$ cat config.mk
export PLATFORM = sky130hd
export DESIGN_NAME = dsb_diag_builder
export DESIGN_NICKNAME = d
export VERILOG_FILES = /design/src/dsb_pkg.sv /design/src/dsb_diag_builder.sv
export SDC_FILE = /design/constraint.sdc
export NUM_CORES = 1
export LEC_CHECK = 0
export ABC_AREA = 1
export BUFFER_PORTS_ARGS = -buffer_cell sky130_fd_sc_hd__buf_4
export CORE_AREA = 3 3 194 120
export DETAILED_ROUTE_END_ITERATION = 10
export DIE_AREA = 0 0 197 123
export PLACE_DENSITY_LB_ADDON = 0.25
export RECOVER_POWER = 50
export SYNTH_ARGS = -nofsm -noshare
export SYNTH_HDL_FRONTEND = slang
export SYNTH_SLANG_ARGS = --single-unit
export TNS_END_PERCENT = 30
$ cat constraint.sdc
create_clock -name i_clk_sys -period 5.9 [get_ports i_clk_sys]
set_input_delay 0.59 -clock i_clk_sys [delete_from_list [all_inputs] [get_ports i_clk_sys]]
set_output_delay 0.59 -clock i_clk_sys [all_outputs]
set_load 0.1 [all_outputs]
$ cat src/dsb_pkg.sv
// Purpose: Shared constants and types for the slave diagnostic response builder
// Assumes: APB register access, 32-bit data, byte-wide response stream
// Notes: Register offsets are byte addresses
package dsb_pkg;

  // ==========================================================================
  // Register map
  localparam logic [7:0] DSB_OFS_CTRL = 8'h00;
  localparam logic [7:0] DSB_OFS_IDENT = 8'h04;
  localparam logic [7:0] DSB_OFS_AREAS = 8'h08;
  localparam logic [7:0] DSB_OFS_AREA_DIAG = 8'h0C;
  localparam logic [7:0] DSB_OFS_INT_CFG = 8'h10;
  localparam logic [7:0] DSB_OFS_INT_DATA = 8'h14;
  localparam logic [7:0] DSB_OFS_STATUS = 8'h18;

  // CTRL field positions
  localparam int DSB_CTRL_PRM_FAULT = 0;
  localparam int DSB_CTRL_CFG_FAULT = 1;
  localparam int DSB_CTRL_NOT_READY = 2;
  localparam int DSB_CTRL_SYNC = 3;
  localparam int DSB_CTRL_FREEZE = 4;
  localparam int DSB_CTRL_WDOG = 5;
  localparam int DSB_CTRL_STATIC = 6;
  localparam int DSB_CTRL_PRM_REQ = 7;
  localparam int DSB_CTRL_OVERFLOW = 8;
  localparam int DSB_CTRL_CONFIGURED = 9;
  localparam int DSB_CTRL_MADDR_LSB = 16;

  // INT_CFG field positions
  localparam int DSB_INT_SLOT_LSB = 0;
  localparam int DSB_INT_SPEC_LSB = 8;
  localparam int DSB_INT_ADDACK = 10;
  localparam int DSB_INT_RAISE = 31;

  // Reset values
  localparam logic [31:0] DSB_RST_CTRL = 32'h0000_0004;
  localparam logic [15:0] DSB_RST_IDENT = 16'h0000;
  localparam logic [7:0] DSB_RST_AREAS = 8'h01;

  // ==========================================================================
  // Response layout
  localparam logic [6:0] DSB_STD_LEN = 7'h06;
  localparam logic [6:0] DSB_IDB_MIN = 7'h02;
  localparam logic [6:0] DSB_IDB_MAX = 7'h11;
  localparam logic [6:0] DSB_MOD_MIN = 7'h05;
  localparam logic [6:0] DSB_MOD_MAX = 7'h23;
  localparam logic [6:0] DSB_INT_LEN = 7'h08;
  localparam logic [7:0] DSB_MADDR_NONE = 8'hFF;
  localparam logic [1:0] DSB_HDR_IDB = 2'h1;
  localparam logic [1:0] DSB_HDR_DEV = 2'h0;
  localparam logic [6:0] DSB_TYPE_DIAG_INT = 7'h01;
  localparam logic [6:0] DSB_STYPE_MOD_STAT = 7'h02;

  // ==========================================================================
  // Types
  typedef enum logic {
    DSB_IDLE = 1'b0,
    DSB_SEND = 1'b1
  } dsb_state_type;

  typedef struct packed {
    logic psel;
    logic penable;
    logic pwrite;
    logic [7:0] paddr;
    logic [31:0] pwdata;
  } dsb_apb_req_type;

  typedef struct packed {
    logic [31:0] prdata;
    logic pready;
    logic pslverr;
  } dsb_apb_rsp_type;

  typedef struct packed {
    logic valid;
    logic last;
    logic [7:0] data;
  } dsb_tx_type;

endpackage

$ cat src/dsb_diag_builder.sv
// Purpose: Builds the diagnostic response of a fieldbus slave as a byte stream
// Assumes: One clock, APB register access, master acknowledges interrupts by pulse
// Notes: Response = standard, identifier, module status, optional interrupt block
//
// The implementer's own choices: the APB interface to the registers and the register addresses.
`timescale 1ns/10ps
module dsb_diag_builder #(
  parameter int MAX_AREAS = 128
) (
  // Clock and reset
  input wire logic i_clk_sys,
  input wire logic i_rst_b,
  // APB slave
  input wire dsb_pkg::dsb_apb_req_type i_apb,
  output dsb_pkg::dsb_apb_rsp_type o_apb,
  // Master side events
  input wire logic i_diag_req,
  input wire logic i_int_ack,
  // Response stream
  output dsb_pkg::dsb_tx_type o_tx,
  input wire logic i_tx_ready,
  // Status
  output logic o_int_pending
);
  import dsb_pkg::*;

  // ==========================================================================
  // Registers
  logic [31:0] ctrl_reg;
  logic [15:0] ident_reg;
  logic [7:0] areas_reg;
  logic [31:0] area_diag_reg;
  logic [7:0] int_slot_reg;
  logic [1:0] int_spec_reg;
  logic int_addack_reg;
  logic [31:0] int_data_reg;
  logic int_pend_reg;
  logic [4:0] seq_reg;
  logic [7:0] ack_cnt_reg;
  dsb_state_type state_reg;
  logic [6:0] idx_reg;
  logic [6:0] len_reg;
  logic [7:0] tx_data_reg;
  logic tx_valid_reg;
  logic tx_last_reg;
  logic [31:0] rdata_next;
  logic addr_ok;
  logic wr_en;
  logic raise;
  logic [6:0] idb_len;
  logic [6:0] mod_len;
  logic [6:0] tot_len;
  logic [7:0] byte_next;
  logic [7:0] n_areas;
  logic int_take;
  logic start;
  logic load;
  logic advance;
  logic finish;
  logic fetch;

  // Clamps the area count to at least one and at most the parameter
  function automatic logic [7:0] clamp_areas(input logic [7:0] n);
    logic [7:0] r;
    r = n;
    if (r == 8'h00) begin
      r = 8'h01;
    end
    if (32'(r) > MAX_AREAS) begin
      r = 8'(MAX_AREAS);
    end
    return r;
  endfunction

  // Block length from area count: header bytes plus ceil(n/per) data bytes, clamped to lo..hi
  function automatic logic [6:0] blk_len(input logic [7:0] n, input logic [6:0] hdr, input int shift,
                                         input logic [6:0] lo, input logic [6:0] hi);
    logic [8:0] d;
    logic [6:0] r;
    d = (9'(n) + 9'((1 << shift) - 1)) >> shift;
    r = hdr + d[6:0];
    if (r < lo) begin
      r = lo;
    end
    if (r > hi) begin
      r = hi;
    end
    return r;
  endfunction

  // Diagnostic flag of one transfer area; areas 32 and above report none
  function automatic logic area_bit(input logic [31:0] map, input logic [7:0] a);
    return (a < 8'h20) ? map[a[4:0]] : 1'b0;
  endfunction

  // Register write strobe for one offset
  function automatic logic hit(input logic en, input logic [7:0] addr, input logic [7:0] ofs);
    return en && (addr == ofs);
  endfunction

  assign n_areas = clamp_areas(areas_reg);
  assign idb_len = blk_len(n_areas, 7'h01, 3, DSB_IDB_MIN, DSB_IDB_MAX);
  assign mod_len = blk_len(n_areas, 7'h04, 2, DSB_MOD_MIN, DSB_MOD_MAX);
  assign tot_len = DSB_STD_LEN + idb_len + mod_len + (int_pend_reg ? DSB_INT_LEN : 7'h00);

  // ==========================================================================
  // APB slave, zero wait states
  assign addr_ok = (i_apb.paddr[1:0] == 2'h0) && (i_apb.paddr <= DSB_OFS_STATUS);
  assign wr_en = i_apb.psel && i_apb.penable && i_apb.pwrite && addr_ok;
  assign raise = hit(wr_en, i_apb.paddr, DSB_OFS_INT_CFG) && i_apb.pwdata[DSB_INT_RAISE];

  always_comb begin
    rdata_next = 32'h0000_0000;
    unique case (i_apb.paddr)
      DSB_OFS_CTRL: rdata_next = ctrl_reg;
      DSB_OFS_IDENT: rdata_next = {16'h0000, ident_reg};
      DSB_OFS_AREAS: rdata_next = {24'h00_0000, areas_reg};
      DSB_OFS_AREA_DIAG: rdata_next = area_diag_reg;
      DSB_OFS_INT_CFG: rdata_next = {21'h00_0000, int_addack_reg, int_spec_reg, int_slot_reg};
      DSB_OFS_INT_DATA: rdata_next = int_data_reg;
      DSB_OFS_STATUS: rdata_next = {16'h0000, ack_cnt_reg, 1'b0, seq_reg, (state_reg == DSB_SEND), int_pend_reg};
      default: rdata_next = 32'h0000_0000;
    endcase
  end

  assign o_apb.prdata = (i_apb.psel && !i_apb.pwrite) ? rdata_next : 32'h0000_0000;
  assign o_apb.pready = 1'b1;
  assign o_apb.pslverr = i_apb.psel && i_apb.penable && !addr_ok;

  // Writes to STATUS are dropped; INT_CFG fields load with a taken raise
  always_ff @(posedge i_clk_sys or negedge i_rst_b) begin
    if (!i_rst_b) begin
      ctrl_reg <= DSB_RST_CTRL;
    end else if (hit(wr_en, i_apb.paddr, DSB_OFS_CTRL)) begin
      ctrl_reg <= {8'h00, i_apb.pwdata[23:16], 6'h00, i_apb.pwdata[9:0]};
    end
  end

  always_ff @(posedge i_clk_sys or negedge i_rst_b) begin
    if (!i_rst_b) begin
      ident_reg <= DSB_RST_IDENT;
    end else if (hit(wr_en, i_apb.paddr, DSB_OFS_IDENT)) begin
      ident_reg <= i_apb.pwdata[15:0];
    end
  end

  always_ff @(posedge i_clk_sys or negedge i_rst_b) begin
    if (!i_rst_b) begin
      areas_reg <= DSB_RST_AREAS;
    end else if (hit(wr_en, i_apb.paddr, DSB_OFS_AREAS)) begin
      areas_reg <= i_apb.pwdata[7:0];
    end
  end

  always_ff @(posedge i_clk_sys or negedge i_rst_b) begin
    if (!i_rst_b) begin
      area_diag_reg <= 32'h0000_0000;
    end else if (hit(wr_en, i_apb.paddr, DSB_OFS_AREA_DIAG)) begin
      area_diag_reg <= i_apb.pwdata;
    end
  end

  always_ff @(posedge i_clk_sys or negedge i_rst_b) begin
    if (!i_rst_b) begin
      int_data_reg <= 32'h0000_0000;
    end else if (hit(wr_en, i_apb.paddr, DSB_OFS_INT_DATA)) begin
      int_data_reg <= i_apb.pwdata;
    end
  end

  // ==========================================================================
  // Diagnostic interrupt: a new one is taken only when none is outstanding or the outstanding one is acknowledged in the same cycle
  assign int_take = raise && (!int_pend_reg || i_int_ack);

  // Set wins over an acknowledge in the same cycle
  always_ff @(posedge i_clk_sys or negedge i_rst_b) begin
    if (!i_rst_b) begin
      int_pend_reg <= 1'b0;
    end else if (int_take) begin
      int_pend_reg <= 1'b1;
    end else if (i_int_ack) begin
      int_pend_reg <= 1'b0;
    end
  end

  // Fields of a refused raise are dropped, keeping the pending report intact
  always_ff @(posedge i_clk_sys or negedge i_rst_b) begin
    if (!i_rst_b) begin
      int_slot_reg <= 8'h00;
      int_spec_reg <= 2'h0;
      int_addack_reg <= 1'b0;
      seq_reg <= 5'h00;
    end else if (int_take) begin
      int_slot_reg <= i_apb.pwdata[DSB_INT_SLOT_LSB +: 8];
      int_spec_reg <= i_apb.pwdata[DSB_INT_SPEC_LSB +: 2];
      int_addack_reg <= i_apb.pwdata[DSB_INT_ADDACK];
      seq_reg <= seq_reg + 5'h01;
    end
  end

  always_ff @(posedge i_clk_sys or negedge i_rst_b) begin
    if (!i_rst_b) begin
      ack_cnt_reg <= 8'h00;
    end else if (i_int_ack && int_pend_reg) begin
      ack_cnt_reg <= ack_cnt_reg + 8'h01;
    end
  end

  assign o_int_pending = int_pend_reg;

  // ==========================================================================
  // Response byte for the current index
  always_comb begin
    logic [6:0] i;
    logic [7:0] a;
    logic [7:0] ss1;
    logic [7:0] ss2;
    logic [7:0] ss3;
    i = idx_reg;
    a = 8'h00;
    ss1 = 8'h00;
    ss2 = 8'h00;
    ss3 = 8'h00;
    byte_next = 8'h00;
    // Bits 7, 5, 4 and 0 belong to the master and go out as zero
    ss1[6] = ctrl_reg[DSB_CTRL_PRM_FAULT];
    ss1[3] = int_pend_reg || (area_diag_reg != 32'h0000_0000);
    ss1[2] = ctrl_reg[DSB_CTRL_CFG_FAULT];
    ss1[1] = ctrl_reg[DSB_CTRL_NOT_READY];
    ss2[5] = ctrl_reg[DSB_CTRL_SYNC];
    ss2[4] = ctrl_reg[DSB_CTRL_FREEZE];
    ss2[3] = ctrl_reg[DSB_CTRL_WDOG];
    ss2[2] = 1'b1;
    ss2[1] = ctrl_reg[DSB_CTRL_STATIC];
    ss2[0] = ctrl_reg[DSB_CTRL_PRM_REQ];
    ss3[7] = ctrl_reg[DSB_CTRL_OVERFLOW];
    if (i < DSB_STD_LEN) begin
      unique case (i[2:0])
        3'h0: byte_next = ss1;
        3'h1: byte_next = ss2;
        3'h2: byte_next = ss3;
        3'h3: byte_next = ctrl_reg[DSB_CTRL_CONFIGURED] ? ctrl_reg[DSB_CTRL_MADDR_LSB +: 8] : DSB_MADDR_NONE;
        3'h4: byte_next = ident_reg[7:0];
        default: byte_next = ident_reg[15:8];
      endcase
    end else if (i < DSB_STD_LEN + idb_len) begin
      i = i - DSB_STD_LEN;
      if (i == 7'h00) begin
        byte_next = {DSB_HDR_IDB, 6'(idb_len)};
      end else begin
        for (int b = 0; b < 8; b++) begin
          a = 8'({i - 7'h01, 3'h0} + b);
          byte_next[b] = (a < n_areas) && area_bit(area_diag_reg, a);
        end
      end
    end else if (i < DSB_STD_LEN + idb_len + mod_len) begin
      i = i - DSB_STD_LEN - idb_len;
      unique case (i)
        7'h00: byte_next = {DSB_HDR_DEV, 6'(mod_len)};
        7'h01: byte_next = {1'b1, DSB_STYPE_MOD_STAT};
        7'h02: byte_next = 8'h00;
        7'h03: byte_next = 8'h00;
        default: begin
          for (int s = 0; s < 4; s++) begin
            a = 8'({i - 7'h04, 2'h0} + s);
            byte_next[2 * s +: 2] = ((a < n_areas) && area_bit(area_diag_reg, a)) ? 2'h1 : 2'h0;
          end
        end
      endcase
    end else begin
      i = i - DSB_STD_LEN - idb_len - mod_len;
      unique case (i[2:0])
        3'h0: byte_next = {DSB_HDR_DEV, 6'(DSB_INT_LEN)};
        3'h1: byte_next = {1'b0, DSB_TYPE_DIAG_INT};
        3'h2: byte_next = int_slot_reg;
        3'h3: byte_next = {seq_reg, int_addack_reg, int_spec_reg};
        3'h4: byte_next = int_data_reg[7:0];
        3'h5: byte_next = int_data_reg[15:8];
        3'h6: byte_next = int_data_reg[23:16];
        default: byte_next = int_data_reg[31:24];
      endcase
    end
  end

  // ==========================================================================
  // Response sequencer
  // A byte moves on valid and ready at a rising edge
  assign start = (state_reg == DSB_IDLE) && i_diag_req;
  assign load = (state_reg == DSB_SEND) && !tx_valid_reg;
  assign advance = (state_reg == DSB_SEND) && tx_valid_reg && i_tx_ready && !tx_last_reg;
  assign finish = (state_reg == DSB_SEND) && tx_valid_reg && i_tx_ready && tx_last_reg;
  assign fetch = load || advance;

  always_ff @(posedge i_clk_sys or negedge i_rst_b) begin
    if (!i_rst_b) begin
      state_reg <= DSB_IDLE;
    end else begin
      unique case (state_reg)
        DSB_IDLE: state_reg <= start ? DSB_SEND : DSB_IDLE;
        DSB_SEND: state_reg <= finish ? DSB_IDLE : DSB_SEND;
      endcase
    end
  end

  always_ff @(posedge i_clk_sys or negedge i_rst_b) begin
    if (!i_rst_b) begin
      idx_reg <= 7'h00;
    end else if (start) begin
      idx_reg <= 7'h00;
    end else if (fetch) begin
      idx_reg <= idx_reg + 7'h01;
    end
  end

  // Length is frozen at the request; byte contents are read live
  always_ff @(posedge i_clk_sys or negedge i_rst_b) begin
    if (!i_rst_b) begin
      len_reg <= 7'h00;
    end else if (start) begin
      len_reg <= tot_len;
    end
  end

  always_ff @(posedge i_clk_sys or negedge i_rst_b) begin
    if (!i_rst_b) begin
      tx_valid_reg <= 1'b0;
    end else if (load) begin
      tx_valid_reg <= 1'b1;
    end else if (finish) begin
      tx_valid_reg <= 1'b0;
    end
  end

  always_ff @(posedge i_clk_sys or negedge i_rst_b) begin
    if (!i_rst_b) begin
      tx_last_reg <= 1'b0;
    end else if (fetch) begin
      tx_last_reg <= (idx_reg == len_reg - 7'h01);
    end else if (finish) begin
      tx_last_reg <= 1'b0;
    end
  end

  always_ff @(posedge i_clk_sys or negedge i_rst_b) begin
    if (!i_rst_b) begin
      tx_data_reg <= 8'h00;
    end else if (fetch) begin
      tx_data_reg <= byte_next;
    end
  end

  assign o_tx.valid = tx_valid_reg;
  assign o_tx.last = tx_last_reg;
  assign o_tx.data = tx_data_reg;

endmodule

==> results of run 1 <==
[cells in the mapped netlist, drive strengths merged (2+ instances only)]
cell type	instances	area, µm²
a211oi	2	15.0
xnor2	12	113
o21bai	3	22.5
nor3	15	80.1
conb	2	7.51
nand4	29	181
a21oi	109	579
xor2	28	245
buf	10	77.6
fa	3	60.1
a2111oi	2	17.5
ha	51	638
clkinv	4	15.0
inv	215	810
nor2	112	468
dfrtp	154	3850
a21o	7	52.6
a22oi	3	22.5
o21ai	160	808
a221oi	17	149
and2	3	18.8
a31oi	10	62.6
mux2	14	158
o2111ai	4	35.0
o221ai	5	43.8
dfstp	2	52.6
a41oi	3	26.3
clkbuf	38	143
nand3	66	355
o22ai	32	200
nand2	338	1320
nor4	14	87.6
[where the power goes]
group / switching, µW / internal, µW / total (µW)
clock: 524 / 596 / 1120
sequential: 99.5 / 1130 / 1230
combinational: 2070 / 879 / 2940
total: 2690 / 2600 / 5290
[timing repair]
item,CTS,global route
setup endpoints to repair,0,8
setup buffers,0,3
gates resized for setup,0,7
[metrics by stage]
step                utilization (%)  hold WS, ns  cells  cell area [µm²]  setup slack, ns
finish                         56.8        0.350   1863            12400            0.406
global route                   56.8        0.349   1861            12400           0.0318
CTS                            56.8        0.180   1858            12400            0.195
detailed placement             54.1        0.505   1826            11800            0.254
global placement               54.1        0.487   1826            11800            0.487
floorplan                         -        0.294   1477            10800            0.723
[per-layer routing]
layer,up-vias,part of all wire (%),global-route usage (%)
li1,5098,-,-
met1,5342,45,54.4
met2,801,36,44.4
met3,83,16,16.0
met4,8,2.1,9.30
met5,-,0.57,8.64
[worst max path at each step]
stage,slack (ns),endpoint,depth (start not counted)
6_report,0.41,tx_data_reg[6],36
3_5_place_dp,0.25,tx_data_reg[7],35
3_3_place_gp,0.49,tx_data_reg[1],36
2_1_floorplan,0.72,tx_data_reg[6],35
5_1_grt,0.03,tx_data_reg[0],38
4_1_cts,0.19,tx_data_reg[6],36
[worst register-to-register path: cells and delay by family (launching register included)]
kind,cells,cell delay (ns)
AND/OR/NAND/NOR,17,1.74
adder cells (fa/ha/maj),4,1.14
AO/OA/AOI/OAI,6,0.99
buffers and inverters,8,0.80
flip-flops,1,0.55
XOR/XNOR,1,0.19
[cell type report]
type | instances | area share, %
multi-input combinational | 1054 | 47.6
sequential | 156 | 31.6
inverter | 219 | 6.67
timing repair buffer | 114 | 6.52
clock buffer | 17 | 3.44
tap | 286 | 2.89
clock inverter | 15 | 1.28
antenna | 2 | 0.0405
[cell families after synthesis]
group                      Yosys count  share of synthesized area, %
and+or+nand+nor                    580                          23.5
AOI/OAI and AO/OA                  361                          19.2
buffers and inverters              267                          9.70
DFF                                156                          36.3
adders and majority gates           54                          6.48
xor gates and xnor gates            40                          3.32
muxes                               14                          1.46
other                                2                        0.0697
==> impl_metrics.toml, run 1 <==
[cells_and_area]
n_fill_cell = 2089
layout_common_cells = "326 x nand2_1, 209 x inv_1, 154 x dfrtp_1, 151 x o21ai_0, 103 x a21oi_1"
drive_gt1_share_pct = 12.7
multi_input_area_um2 = 5880
layout_commonest_cell = "nand2_1"
nets = 1664
synthToLayoutAreaGrowth_pct = 14.8
seqCellArea_um2 = 3910

[yosys]
synth.ff_latch_count = 156
synth_edf_count = 0
yosysSeqAreaShare_pct = 36.3
synth-async-reset-ratio_pct = 100
ys_warn_count = 0
yosysUniqueCellTypes = 54
avgSynthCellArea_um2 = 7.31
postSynthCellCount = 1474
synth.cell_area_um2 = 10800
synth_flop_cell = "dfrtp_1"

[worst_setup_path]
cp_common_cell = "nand2_1"
crit_start = "areas_reg[0]"
critical-path-max-stage-delay_ns = 0.55
worst_ep_arrival_time_ns = 5.86
r2r-start = "areas_reg[0]"
worst-path-buf-inv = 8
cp-start-kind = "flip-flop"
path_delay_family = "simple AND/OR/NAND/NOR gates"
slowest_stage = "dfstp_2"
required_ns = 6.27
rr_endpoint = "tx_data_reg[6]"
reg2reg_depth = 36
regToRegSetupSlack_ns = 0.41
path_max_fanout = 9
worstSetupPathType = "reg -> reg"
cp-end-kind = "flip-flop"

[die]
rows = 42
fp.dieH_um = 123
num_io_pins = 93
die_x_um = 197
start_util_pct = 49.5
die_area_um2 = 24200
core_area_um2 = 21800

[detailed_routing]
first_pass_iters = 6
ant_nets = 0
drt_wl_total_um = 43300
wl_per_cell_um = 23.3
drt-initial-drc-count = 1627
avgViaCountPerCell = 6.08
drc_errors = 0
dr_total_vias = 11300

[timing]
setup_violations = 0
skew_ns = 0.0102
slew_violations = 75
rsz0062_at_grt = "no"
hold_viol = 0
relSlewSlack_pct = -174
fin_crit_ns = 5.49
fmax_mhz = 182
max_slew.worst_pin.slew_ns = 4.11
fin_setup_tns_ns = 0
min_period_over_period_pct = 93.1

[clock_network]
hold_buffers = 0
numCtsBuffers = 17
clk_path_buf_depth = 2
clock_latency_ns = 0.45
cts.sinks = 156
clockRootBuffer = "clkbuf_16"
cts_tree = "yes"
htree_levels = 4
clkTransAtPathRegs_ns = 0.07

[global_route]
grt_usage_pct = 35.9
grt_pass1_wl_um = 63500
grt_max_degree = 75
grt_pass1_vias = 10200
gr-total-overflow = 0
antenna_found_initial = 1

[hold_path]
hold_path.class = "in -> reg"
holdPathStages = 3
worstHoldStart = "i_apb[24]"
hold_end = "int_data_reg[24]"

[run_status]
run_status = "finished with violations"
violations = "max-capacitance violations, max-slew violations"

[flow_run]
cap_violations = 1

[power_and_ir_drop]
power.total_uw = 5290
leakagePower_uw = 0.00621
ir_drop_uv = 343
p_per_area_nw_per_um2 = 428

[placement]
hpwl_um = 34100
port_buffers = 91
gp_congestion = 1.07
(Power assumes the default switching activity.)
==> inputs of run 2 (changes only) <==
Settings changed: PLACE_DENSITY set to 0.77, PLACE_DENSITY_LB_ADDON 0.25 to unset.
Clock period 5.9 ns to 4.9 ns, I/O delays scaled along.
==> run 2 against run 1 <==
Net effect: the flow finishes with violations (max-capacitance violations, max-slew violations, negative setup slack); register-to-register slack lost 0.61 ns; sequential power rose by 20%; first-iteration DRC count grew 9.2%; core utilization is 6.5 points higher; wire length is 5.3% higher; flip-flop and latch count is the same; worst setup slack lost 0.61 ns; combinational power increased by 49%; cell area up 11%; critical path type unchanged; critical endpoint unchanged.
==> impl_metrics.toml, run 2 (synthesis gave the netlist of run 1 again) <==
[detailed_routing]
drt-initial-drc-count = 1777
wl_met1_um = 19900
drt_wl_total_um = 45600
wl_per_cell_um = 23.1
ant_nets = 0
drc_errors = 0
dr_total_vias = 11900
first_pass_iters = 8
wl_met2_um = 17100
highest_layer = "met5"
avgViaCountPerCell = 6.06
dr_wl_met3_um = 7380

[global_route]
grt_max_degree = 83
grt_pass1_vias = 11100
grt_pass1_wl_um = 66300
antenna_found_initial = 0
gr-total-overflow = 0
grt_usage_pct = 36.9

[worst_setup_path]
worst_ep_arrival_time_ns = 5.47
path_delay_family = "simple AND/OR/NAND/NOR gates"
critical-path-max-stage-delay_ns = 0.54
cp-start-kind = "flip-flop"
reg2reg_depth = 39
cp-end-kind = "flip-flop"
slowest_stage = "dfstp_2"
required_ns = 5.26
path_max_fanout = 3
critical_path_depth = 39
worst-path-buf-inv = 7
worstSetupPathType = "reg -> reg"
regToRegSetupSlack_ns = -0.20

[clock_network]
htree_levels = 4
clock_latency_ns = 0.44
cts.sinks = 156
clk_path_buf_depth = 2
clkTransAtPathRegs_ns = 0.07
clockRootBuffer = "clkbuf_16"
hold_buffers = 0
cts_tree = "yes"
numCtsBuffers = 17

[run_status]
run_status = "finished with violations"
violations = "max-capacitance violations, max-slew violations, negative setup slack"

[timing]
min_period_over_period_pct = 104
fin_crit_ns = 5.10
fmax_mhz = 196
relSlewSlack_pct = -185
rsz0062_at_grt = "yes"
setup_violations = 8
max_slew.worst_pin.slew_ns = 4.28
fin_setup_tns_ns = -1.30
skew_ns = 0.0120
slew_violations = 75
fin_ws_ns = -0.203
hold_viol = 0

[cells_and_area]
n_fill_cell = 1896
antenna_cells = 0
seqCellArea_um2 = 3910
layout_common_cells = "303 x nand2_1, 210 x buf_4, 201 x inv_1, 154 x dfrtp_1, 142 x o21ai_0"
layout_commonest_cell = "nand2_1"
nets = 1776
synthToLayoutAreaGrowth_pct = 28.0
multi_input_area_um2 = 6400
finalInstanceArea_um2 = 13800
drive_gt1_share_pct = 23.7

[die]
fp.dieH_um = 123
core_area_um2 = 21800
start_util_pct = 49.5
die_x_um = 197
rows = 42
num_io_pins = 93
die_area_um2 = 24200

[placement]
postPlaceCellArea_um2 = 12500
hpwl_um = 34600
gp_congestion = 1.07
port_buffers = 91

[power_and_ir_drop]
p_per_area_nw_per_um2 = 524
leakagePower_uw = 0.00687
ir_drop_uv = 355

[hold_path]
hold_path.class = "in -> reg"
holdPathStages = 3

[flow_run]
cap_violations = 1
[run 2: area by class of cell]
class | instances | share of cell area (%)
clock buffers | 18 | 3.11
repair buffers | 226 | 12.5
multi-input cells | 1054 | 46.4
well taps | 286 | 2.60
inverters | 219 | 6.00
clock inverters | 14 | 1.05
flip-flops and latches | 156 | 28.3
[run 2: worst paths after layout]
kind	from	end
min	i_apb[28]	int_data_reg[28]
min reg2reg	ack_cnt_reg[7]	ack_cnt_reg[7]
max in group asynchronous	i_rst_b	len_reg[0]
min in group asynchronous	i_rst_b	int_slot_reg[2]
max reg2reg	areas_reg[0]	tx_data_reg[6]
max	areas_reg[0]	tx_data_reg[6]
[run 2: worst min-delay path, stage by stage]
cell and delay [ns]:
buf_4 0.08, nand2_1 0.04, nand2_1 0.05
[run 2: where the power goes]
part | internal (µW) | total [µW] | leakage, µW | switching [µW]
Combinational | 1580 | 4390 | 0.00493 | 2810
Clock | 719 | 1350 | 0.000273 | 631
Sequential | 1360 | 1480 | 0.00167 | 123
Total | 3660 | 7220 | 0.00687 | 3560
[run 2: metal layers]
metal | vias to the layer above | GRT usage [%]
met1 | 5625 | 55.0
met3 | 98 | 16.3
met5 | - | 2.26
met4 | 2 | 10.2
li1 | 5307 | -
met2 | 916 | 47.5
[run 2: through the flow]
step	hold slack (ns)	cells	power, µW	worst slack (ns)	util [%]
finish	0.259	1973	7220	-0.203	63.3
detailed placement	0.474	1915	5190	-0.308	57.4
floorplan	0.194	1477	3910	-0.0767	-
CTS	0.101	1963	6940	-0.159	61.9
global placement	0.462	1915	5130	-0.125	57.4
global route	0.266	1973	7580	-0.433	63.3
[run 2: timing repair]
action | 4_1_cts | 5_1_grt
gates resized for setup | 66 | 60
setup endpoints to repair | 8 | 11
endpoints found under the hold margin | 0 | 0
setup buffers | 16 | 10
pin swaps | 39 | 60
